`src/core/sdram_pkg.sv`:
```
// constants, types and state layout shared by the sdram command core
package sdram_pkg;
	localparam int DATA_W = 16;
	localparam int ROW_W = 12;
	localparam int COL_W = 8;
	localparam int BANKS = 4;
	localparam int LEN_W = 9;
	localparam int MODE_BL_LSB = 0;
	localparam int MODE_ORDER_BIT = 3;
	localparam int MODE_CL_LSB = 4;
	localparam int MODE_WMODE_BIT = 9;
	localparam int AP_BIT = 10;
	localparam logic [2:0] BL_1 = 3'h0;
	localparam logic [2:0] BL_2 = 3'h1;
	localparam logic [2:0] BL_4 = 3'h2;
	localparam logic [2:0] BL_8 = 3'h3;
	localparam logic [2:0] BL_PAGE = 3'h7;
	localparam logic [2:0] CL_3 = 3'h3;
	localparam logic [LEN_W-1:0] LEN_1 = 9'h001;
	localparam logic [LEN_W-1:0] LEN_2 = 9'h002;
	localparam logic [LEN_W-1:0] LEN_4 = 9'h004;
	localparam logic [LEN_W-1:0] LEN_8 = 9'h008;
	localparam logic [LEN_W-1:0] LEN_PAGE = 9'h100;
	localparam logic [COL_W-1:0] GROUP_2 = 8'h01;
	localparam logic [COL_W-1:0] GROUP_4 = 8'h03;
	localparam logic [COL_W-1:0] GROUP_8 = 8'h07;
	localparam logic [COL_W-1:0] GROUP_PAGE = 8'hFF;
	localparam logic [1:0] MASK_ALL = 2'h3;
	localparam int REFRESH_WINDOW_MS = 64;
	localparam int REFRESH_ROWS = 4096;
	localparam int CLOCK_PERIOD_PS = 4000;
	localparam int SELF_REFRESH_CYCLES =
		int'(longint'(REFRESH_WINDOW_MS) * 64'd1000000000 / REFRESH_ROWS / CLOCK_PERIOD_PS);
	localparam logic [11:0] SELF_TIMER_LAST = 12'(SELF_REFRESH_CYCLES - 1);
	localparam int FIFO_DEPTH = 8;

	typedef enum logic [2:0] {
		CMD_NOP = 3'b000,
		CMD_ACT = 3'b001,
		CMD_PRE = 3'b010,
		CMD_WRITE = 3'b011,
		CMD_READ = 3'b100,
		CMD_MRS = 3'b101,
		CMD_REF = 3'b110,
		CMD_BST = 3'b111
	} cmd_t;

	typedef enum logic [1:0] {
		PWR_RUN = 2'b00,
		PWR_DOWN = 2'b01,
		PWR_SELF = 2'b10
	} pwr_t;

	typedef struct packed {
		logic csN;
		logic rasN;
		logic casN;
		logic weN;
	} cmd_pins_t;

	typedef struct packed {
		logic [1:0] bank;
		logic [ROW_W-1:0] row;
		logic [COL_W-1:0] col;
	} array_addr_t;

	typedef struct packed {
		array_addr_t addr;
		logic [1:0] mask;
		logic [DATA_W-1:0] data;
	} write_item_t;

	localparam int WRITE_ITEM_W = $bits(write_item_t);

	typedef struct packed {
		logic active;
		logic isWrite;
		logic autoPre;
		logic [1:0] bank;
		logic [ROW_W-1:0] row;
		logic [COL_W-1:0] start;
		logic [LEN_W-1:0] idx;
		logic [LEN_W-1:0] len;
	} burst_t;

	typedef struct packed {
		pwr_t pwr;
		logic ckePrev;
		logic [ROW_W-1:0] mode;
		logic [BANKS-1:0] bankActive;
		logic [BANKS-1:0][ROW_W-1:0] bankRow;
		burst_t burst;
		logic [1:0] rdValid;
		logic [1:0][DATA_W-1:0] rdData;
		logic [1:0] dqmD;
		logic [DATA_W-1:0] dqOut;
		logic [1:0] dqOe;
		logic [ROW_W-1:0] refreshRow;
		logic refreshPulse;
		logic [11:0] selfTimer;
	} core_state_t;
endpackage

```
`src/core/sdram_command_burst_core.sv`:
```
// command decode, bank state, burst engine and power states of the sdram
`timescale 1ns/1ps
module sdram_command_burst_core import sdram_pkg::*; (
	input wire logic clock, // system clock
	input wire logic rst, // async reset, high
	input wire logic cke, // clock enable pin
	input wire cmd_pins_t cmdPins, // chip select and strobes, low active
	input wire logic [1:0] bankSelect, // bank select pins
	input wire logic [ROW_W-1:0] addr, // address pins
	input wire logic lowerByteMask, // mask for bits 7..0
	input wire logic upperByteMask, // mask for bits 15..8
	input wire logic [DATA_W-1:0] dqIn, // data pins in
	output logic [DATA_W-1:0] dqOut, // data pins out
	output logic [1:0] dqOe, // per byte drive enable
	output array_addr_t arrayRdAddr, // array read address
	input wire logic [DATA_W-1:0] arrayRdData, // array read data, same cycle
	output logic arrayWrValid, // queued write word ready
	output write_item_t arrayWrItem, // queued write word
	input wire logic arrayWrReady, // array takes write word
	output logic writeQueueReady, // queue has room
	output logic refreshPulse, // one row refreshed
	output logic [ROW_W-1:0] refreshRow, // internal refresh counter
	output logic [BANKS-1:0] bankActive, // open banks
	output logic poweredDown, // in power-down
	output logic selfRefreshing // in self refresh
);
	core_state_t s_reg, s_next;
	logic pushValid;
	write_item_t pushItem;

	function automatic cmd_t decodeCmd(input cmd_pins_t p);
		return cmd_t'({~p.rasN & ~p.casN, ~p.casN & p.rasN | ~p.rasN & p.casN & ~p.weN,
			~p.weN ^ (~p.rasN & ~p.casN) | (~p.rasN & p.casN & p.weN)});
	endfunction

	// code table written out so the encoding cannot drift from the pins
	function automatic cmd_t pinsToCmd(input cmd_pins_t p);
		unique case ({p.rasN, p.casN, p.weN})
			3'h0: return CMD_MRS;
			3'h1: return CMD_REF;
			3'h2: return CMD_PRE;
			3'h3: return CMD_ACT;
			3'h4: return CMD_WRITE;
			3'h5: return CMD_READ;
			3'h6: return CMD_BST;
			3'h7: return CMD_NOP;
		endcase
	endfunction

	function automatic logic [LEN_W-1:0] burstLen(input logic [2:0] code);
		unique case (code)
			BL_1: return LEN_1;
			BL_2: return LEN_2;
			BL_4: return LEN_4;
			BL_8: return LEN_8;
			BL_PAGE: return LEN_PAGE;
			default: return LEN_1;
		endcase
	endfunction

	function automatic logic [COL_W-1:0] burstCol(input logic [COL_W-1:0] start,
			input logic [LEN_W-1:0] idx, input logic [ROW_W-1:0] mode);
		logic [COL_W-1:0] grp;
		logic [COL_W-1:0] low;
		unique case (mode[MODE_BL_LSB +: 3])
			BL_2: grp = GROUP_2;
			BL_4: grp = GROUP_4;
			BL_8: grp = GROUP_8;
			BL_PAGE: grp = GROUP_PAGE;
			default: grp = '0;
		endcase
		// full page has no interleave order, so it always counts up
		if (mode[MODE_ORDER_BIT] && mode[MODE_BL_LSB +: 3] != BL_PAGE) begin
			low = start ^ idx[COL_W-1:0];
		end else begin
			low = start + idx[COL_W-1:0];
		end
		return (start & ~grp) | (low & grp);
	endfunction

	always_comb begin
		cmd_t cmd;
		logic cmdValid;
		logic busy;
		logic kill;
		logic issue;
		logic issueWrite;
		array_addr_t issueAddr;
		logic [LEN_W-1:0] len;
		logic [1:0] cmdBank;
		cmd = pinsToCmd(cmdPins);
		cmdBank = bankSelect;
		cmdValid = cke && s_reg.ckePrev && !cmdPins.csN && s_reg.pwr == PWR_RUN;
		busy = s_reg.burst.active || (s_reg.rdValid != '0);
		kill = 1'b0;
		issue = 1'b0;
		issueWrite = 1'b0;
		issueAddr = '0;
		len = '0;
		pushValid = 1'b0;
		pushItem = '0;
		s_next = s_reg;
		s_next.ckePrev = cke;
		s_next.refreshPulse = 1'b0;
		unique case (s_reg.pwr)
			PWR_SELF: begin
				s_next.dqOe = '0;
				if (s_reg.selfTimer == SELF_TIMER_LAST) begin
					s_next.selfTimer = '0;
					s_next.refreshPulse = 1'b1;
					s_next.refreshRow = s_reg.refreshRow + 12'h001;
				end else begin
					s_next.selfTimer = s_reg.selfTimer + 12'h001;
				end
				if (cke) begin
					s_next.pwr = PWR_RUN;
				end
			end
			PWR_DOWN: begin
				s_next.dqOe = '0;
				if (cke) begin
					s_next.pwr = PWR_RUN;
				end
			end
			PWR_RUN: begin
				if (!cke && busy) begin
					// frozen: everything but the clock-enable history and the refresh pulse holds
					s_next.ckePrev = cke;
				end else if (!cke) begin
					s_next.dqOe = '0;
					s_next.selfTimer = '0;
					if (s_reg.ckePrev && !cmdPins.csN && cmd == CMD_REF &&
							s_reg.bankActive == '0) begin
						s_next.pwr = PWR_SELF;
					end else begin
						s_next.pwr = PWR_DOWN;
					end
				end else begin
					s_next.dqmD = {upperByteMask, lowerByteMask};
					s_next.dqOut = s_reg.rdData[0];
					s_next.dqOe = s_reg.rdValid[0] ? ~s_reg.dqmD : 2'h0;
					s_next.rdValid = {1'b0, s_reg.rdValid[1]};
					s_next.rdData = {s_reg.rdData[1], s_reg.rdData[1]};
					if (cmdValid && s_reg.burst.active) begin
						unique case (cmd)
							CMD_READ, CMD_WRITE: kill = 1'b1;
							CMD_BST: kill = s_reg.burst.len == LEN_PAGE;
							CMD_PRE: kill = addr[AP_BIT] ||
								cmdBank == s_reg.burst.bank;
							default: kill = 1'b0;
						endcase
					end
					if (kill) begin
						s_next.burst.active = 1'b0;
					end else if (s_reg.burst.active) begin
						issue = 1'b1;
						issueWrite = s_reg.burst.isWrite;
						issueAddr.bank = s_reg.burst.bank;
						issueAddr.row = s_reg.burst.row;
						issueAddr.col = burstCol(s_reg.burst.start, s_reg.burst.idx,
							s_reg.mode);
						s_next.burst.idx = s_reg.burst.idx + 9'h001;
						if (s_reg.burst.len != LEN_PAGE &&
								s_reg.burst.idx == s_reg.burst.len - 9'h001) begin
							s_next.burst.active = 1'b0;
							if (s_reg.burst.autoPre) begin
								s_next.bankActive[s_reg.burst.bank] = 1'b0;
							end
						end
					end
					if (cmdValid) begin
						unique case (cmd)
							CMD_ACT: begin
								s_next.bankActive[cmdBank] = 1'b1;
								s_next.bankRow[cmdBank] = addr;
							end
							CMD_PRE: begin
								if (addr[AP_BIT]) begin
									s_next.bankActive = '0;
								end else begin
									s_next.bankActive[cmdBank] = 1'b0;
								end
							end
							CMD_READ, CMD_WRITE: begin
								if (s_reg.bankActive[cmdBank]) begin
									len = burstLen(s_reg.mode[MODE_BL_LSB +: 3]);
									if (cmd == CMD_WRITE && s_reg.mode[MODE_WMODE_BIT]) begin
										len = LEN_1;
									end
									issue = 1'b1;
									issueWrite = cmd == CMD_WRITE;
									issueAddr.bank = cmdBank;
									issueAddr.row = s_reg.bankRow[cmdBank];
									issueAddr.col = addr[COL_W-1:0];
									s_next.burst.active = len != LEN_1;
									s_next.burst.isWrite = cmd == CMD_WRITE;
									s_next.burst.autoPre = addr[AP_BIT];
									s_next.burst.bank = cmdBank;
									s_next.burst.row = s_reg.bankRow[cmdBank];
									s_next.burst.start = addr[COL_W-1:0];
									s_next.burst.idx = 9'h001;
									s_next.burst.len = len;
									if (len == LEN_1 && addr[AP_BIT]) begin
										s_next.bankActive[cmdBank] = 1'b0;
									end
								end
							end
							CMD_MRS: begin
								if (s_reg.bankActive == '0) begin
									s_next.mode = addr;
								end
							end
							CMD_REF: begin
								if (s_reg.bankActive == '0) begin
									s_next.refreshPulse = 1'b1;
									s_next.refreshRow = s_reg.refreshRow + 12'h001;
								end
							end
							default: begin
							end
						endcase
					end
					if (issue && issueWrite) begin
						pushItem.addr = issueAddr;
						pushItem.mask = {upperByteMask, lowerByteMask};
						pushItem.data = dqIn;
						pushValid = pushItem.mask != MASK_ALL;
					end else if (issue) begin
						// latency three parks the word one stage further back
						if (s_reg.mode[MODE_CL_LSB +: 3] == CL_3) begin
							s_next.rdValid[1] = 1'b1;
							s_next.rdData[1] = arrayRdData;
						end else begin
							s_next.rdValid[0] = 1'b1;
							s_next.rdData[0] = arrayRdData;
						end
					end
				end
			end
			default: s_next.pwr = PWR_RUN;
		endcase
		arrayRdAddr = issueAddr;
	end

	always_ff @(posedge clock or posedge rst) begin
		if (rst) begin
			s_reg <= '0;
		end else begin
			s_reg <= s_next;
		end
	end

	// a full queue drops words; writeQueueReady tells the array side to hurry
	sdram_write_fifo #(
		.WIDTH(WRITE_ITEM_W),
		.DEPTH(FIFO_DEPTH)
	) writeQueue (
		.clock(clock),
		.rst(rst),
		.inValid(pushValid),
		.inReady(writeQueueReady),
		.inData(pushItem),
		.outValid(arrayWrValid),
		.outReady(arrayWrReady),
		.outData(arrayWrItem)
	);

	assign dqOut = s_reg.dqOut;
	assign dqOe = s_reg.dqOe;
	assign refreshPulse = s_reg.refreshPulse;
	assign refreshRow = s_reg.refreshRow;
	assign bankActive = s_reg.bankActive;
	assign poweredDown = s_reg.pwr == PWR_DOWN;
	assign selfRefreshing = s_reg.pwr == PWR_SELF;
endmodule

```
`src/core/sdram_write_fifo.sv`:
```
// write-word queue between the pin side and the cell array port
`timescale 1ns/1ps
module sdram_write_fifo import sdram_pkg::*; #(
	parameter int WIDTH = WRITE_ITEM_W,
	parameter int DEPTH = FIFO_DEPTH
) (
	input wire logic clock, // system clock
	input wire logic rst, // async reset, high
	input wire logic inValid, // word offered
	output logic inReady, // room for a word
	input wire logic [WIDTH-1:0] inData, // word in
	output logic outValid, // word waiting
	input wire logic outReady, // sink takes word
	output logic [WIDTH-1:0] outData // head word
);
	localparam int PW = $clog2(DEPTH);
	localparam logic [PW:0] FULL_COUNT = (PW+1)'(DEPTH);
	localparam logic [PW-1:0] LAST_PTR = PW'(DEPTH - 1);

	typedef struct packed {
		logic [DEPTH-1:0][WIDTH-1:0] mem;
		logic [PW-1:0] wr;
		logic [PW-1:0] rd;
		logic [PW:0] count;
	} fifo_state_t;

	fifo_state_t s_reg, s_next;

	function automatic logic [PW-1:0] nextPtr(input logic [PW-1:0] p);
		return (p == LAST_PTR) ? '0 : p + PW'(1);
	endfunction

	assign inReady = s_reg.count != FULL_COUNT;
	assign outValid = s_reg.count != '0;
	assign outData = s_reg.mem[s_reg.rd];

	always_comb begin
		logic push;
		logic pop;
		push = inValid && inReady;
		pop = outValid && outReady;
		s_next = s_reg;
		if (push) begin
			s_next.mem[s_reg.wr] = inData;
			s_next.wr = nextPtr(s_reg.wr);
		end
		if (pop) begin
			s_next.rd = nextPtr(s_reg.rd);
		end
		if (push && !pop) begin
			s_next.count = s_reg.count + (PW+1)'(1);
		end else if (pop && !push) begin
			s_next.count = s_reg.count - (PW+1)'(1);
		end
	end

	always_ff @(posedge clock or posedge rst) begin
		if (rst) begin
			s_reg <= '0;
		end else begin
			s_reg <= s_next;
		end
	end
endmodule

```
`config.mk`:
```
export PLATFORM = sky130hd
export DESIGN_NAME = sdram_command_burst_core
export DESIGN_NICKNAME = d
export VERILOG_FILES = /design/src/core/sdram_pkg.sv /design/src/core/sdram_command_burst_core.sv /design/src/core/sdram_write_fifo.sv
export SDC_FILE = /design/constraint.sdc
export NUM_CORES = 1
export LEC_CHECK = 0
export BUFFER_PORTS_ARGS = -buffer_cell sky130_fd_sc_hd__buf_2
export CORE_MARGIN = 10
export CORE_UTILIZATION = 61
export CTS_CLUSTER_SIZE = 24
export DETAILED_ROUTE_END_ITERATION = 6
export GPL_TIMING_DRIVEN = 0
export HOLD_SLACK_MARGIN = 0.05
export PLACE_DENSITY = 0.83
export SLEW_MARGIN = 20
export SYNTH_ARGS = -nofsm -noshare
export SYNTH_HDL_FRONTEND = slang
export SYNTH_SLANG_ARGS = --single-unit
```
`constraint.sdc`:
```
create_clock -name clock -period 18.5 [get_ports clock]
set_input_delay 0.925 -clock clock [delete_from_list [all_inputs] [get_ports clock]]
set_output_delay 0.925 -clock clock [all_outputs]
set_load 0.02 [all_outputs]
```
==> flow_summary.json <==
{
  "cap_violations": 0,
  "start_util_pct": 61.7,
  "clockRootBuffer": "clkbuf_16",
  "place_area_um2": 26000,
  "outcome": "complete, no violations",
  "routed_via_density": 6.09,
  "grt_usage_pct": 24.6,
  "synth_top_family_by_area": "multiplexers",
  "synthArstFlopShare_pct": 100,
  "placed_cells_incl_taps": 2516,
  "syn_nets": 1914,
  "cpMaxStageDelayCell": "dfrtp_1",
  "cp.arrival_ns": 3.88,
  "peakVddDrop_v": 0.0000828,
  "design_area_um2": 27800,
  "final_cells": 2613,
  "crit_path_end_kind": "output port",
  "grt_overflow": 0,
  "final.period_utilization_pct": 26.0,
  "synth_adder_area_share_pct": 1.39,
  "avgRoutedWirePerCell_um": 22.4,
  "setup_violations": 0,
  "crit_path_max_fanout": 10,
  "synth_seq_cells": 511,
  "fp-row-count": 73,
  "synth_cells": 1832,
  "crit_chain": "inv_1 -> ha_1 -> buf_2 -> and4b_1 -> buf_4 -> and3_1 -> clkbuf_1 -> clkbuf_1 -> nand2_1 -> o21ai_1 -> and2_1 -> buf_2",
  "drtIter0Drc": 1298,
  "dieArea_um2": 48500,
  "multi_input_area_um2": 10800,
  "yosys-mux-area-fraction_pct": 29.8,
  "power.leakage_nw": 13.9,
  "worst-path-stages": 12,
  "synth_edf_count": 0,
  "synth_compound_area_share_pct": 3.91,
  "postRouteAntennaNets": 0,
  "netlist_area_um2": 24400,
  "dieWidth_um": 220,
  "rsz0062_at_grt": "no",
  "fin_crit_ns": 4.80,
  "ff_latch_area_um2": 12800,
  "hp-class": "input pin to async pin",
  "first_pass_iters": 5,
  "drt_wl_total_um": 58600,
  "place_hpwl_um": 39600,
  "power.density_nw_per_um2": 104,
  "required_ns": 17.57,
  "r2r_end": "writeQueue.s_reg[3]$_DFFE_PP0P_",
  "r2r_slack_ns": 14.44,
  "report.final.slew_viol_count": 0,
  "timing_hold_violations_final": 0,
  "yosys.area_share.simple_pct": 7.88,
  "core_um2": 39600,
  "layout_commonest_cell": "dfrtp_1",
  "drive_above_1_share_pct": 40.8,
  "ys.flop_type": "dfrtp_1",
  "critPathTopFamily": "buffers and inverters",
  "largest_reg_flops": 330,
  "die_y_um": 220,
  "first_global_vias": 16752,
  "drc": 0,
  "layout_common_cells": "dfrtp_1 (511), mux2_2 (408), buf_2 (190)",
  "ys_types": 75,
  "r2r_start": "s_reg[187]$_DFFE_PP0P_",
  "synth-xor-area-share_pct": 1.04,
  "ios": 157,
  "grt_first_pass_wirelength_um": 93500,
  "cts_sinks": 511,
  "final_util_pct": 70.2,
  "power_mw": 2.90,
  "port_buffers": 154,
  "grt_start_max_net_pins": 113,
  "finClkSkew_ns": 0.0223,
  "cts_setup_buffers": 0,
  "cts_resized": 0,
  "cts.path.max_buffers": 3,
  "cts_tree": "yes",
  "slew_headroom_pct": 34.1,
  "clock_latency_ns": 0.61,
  "antenna_found_initial": 2,
  "fill_cells": 2617,
  "avgSynthCellArea_um2": 13.3,
  "critPathLaunchType": "flip-flop",
  "finalNetCount": 2127,
  "htreeDepth": 2,
  "fmax_ghz": 0.208,
  "rr_worst_depth": 19,
  "cts_hold_buf": 0,
  "path_clk_slew_ns": 0.06,
  "numCtsBuffers": 52,
  "crit_type": "flip-flop to output port",
  "ys_seq_area_share_pct": 52.3,
  "ys_warn_count": 0,
  "area_growth_pct": 13.9,
  "path_buf_inv": 6,
  "slowest_delay_ns": 0.43,
  "place_congestion": 0.861,
  "worstMarginPinSlew_ns": 0.988,
  "vias": 15910
}
-- report_power, final --
part / total [mW] / leakage, nW / switching (mW) / internal, mW
registers: 1.22 / 7.02 / 0.0503 / 1.17
logic: 0.571 / 6.03 / 0.355 / 0.216
clock network: 1.11 / 0.890 / 0.447 / 0.659
total: 2.90 / 13.9 / 0.852 / 2.05
-- stage by stage --
stage | setup slack [ns] | hold WS [ns] | TNS [ns]
2_1_floorplan | 3.30 | 0.439 | 0
3_3_place_gp | -1.12 | 0.447 | -550.93
3_5_place_dp | 14.09 | 0.456 | 0
4_1_cts | 13.72 | 0.312 | 0
5_1_grt | 13.37 | 0.341 | 0
6_report | 13.70 | 0.326 | 0
-- worst max path at each step --
| stage | startpoint | end |
|---|---|---|
| 2_1_floorplan | rst | bankActive[0]$_DFFE_PP0P_ |
| 3_3_place_gp | rst | writeQueue.s_reg[317]$_DFFE_PP0P_ |
| 3_5_place_dp | cmdPins[2] | arrayRdAddr[5] |
| 4_1_cts | s_reg[187]$_DFFE_PP0P_ | arrayRdAddr[5] |
| 5_1_grt | s_reg[188]$_DFFE_PP0P_ | arrayRdAddr[5] |
| 6_report | s_reg[187]$_DFFE_PP0P_ | arrayRdAddr[5] |
-- synthesized netlist by cell type (20+ instances only) --
library cell	count	area [um2]
dfrtp_1	511	12800
buf_2	36	180
and2_1	20	125
mux2_2	408	4590
o21ai_0	47	235
mux4_2	93	2090
nand3_1	22	110
mux2i_1	24	240
and3_1	27	169
clkbuf_1	60	225
nand2_1	145	544
a21oi_1	31	155
mux2_1	31	349
buf_4	38	285
inv_1	21	78.8
ha_1	24	300
nor2_1	64	240
-- final cells by class --
cell class,count,area share [%]
Clock inverter,20,1.06
Tap cell,525,2.36
Timing Repair Buffer,159,3.26
Sequential cell,511,45.9
Clock buffer,75,5.49
Inverter,22,0.324
Antenna cell,2,0.0180
Multi-Input combinational cell,1141,38.6
Buffer,158,2.94
-- per-layer routing --
| layer | global-route usage, % | wire (um) |
|---|---|---|
| met3 | 4.67 | 3860 |
| met1 | 32.8 | 24800 |
| met2 | 40.1 | 28500 |
| met4 | 8.24 | 1450 |
| met5 | 0 | 0 |
-- cell families after synthesis --
logic type | count (synthesis)
multiplexers | 556
flip-flops | 511
AND/OR/NAND/NOR | 385
buffers and inverters | 180
AO/OA/AOI/OAI | 145
XOR/XNOR | 29
adder cells (fa/ha/maj) | 26
(Power assumes the default switching activity.)
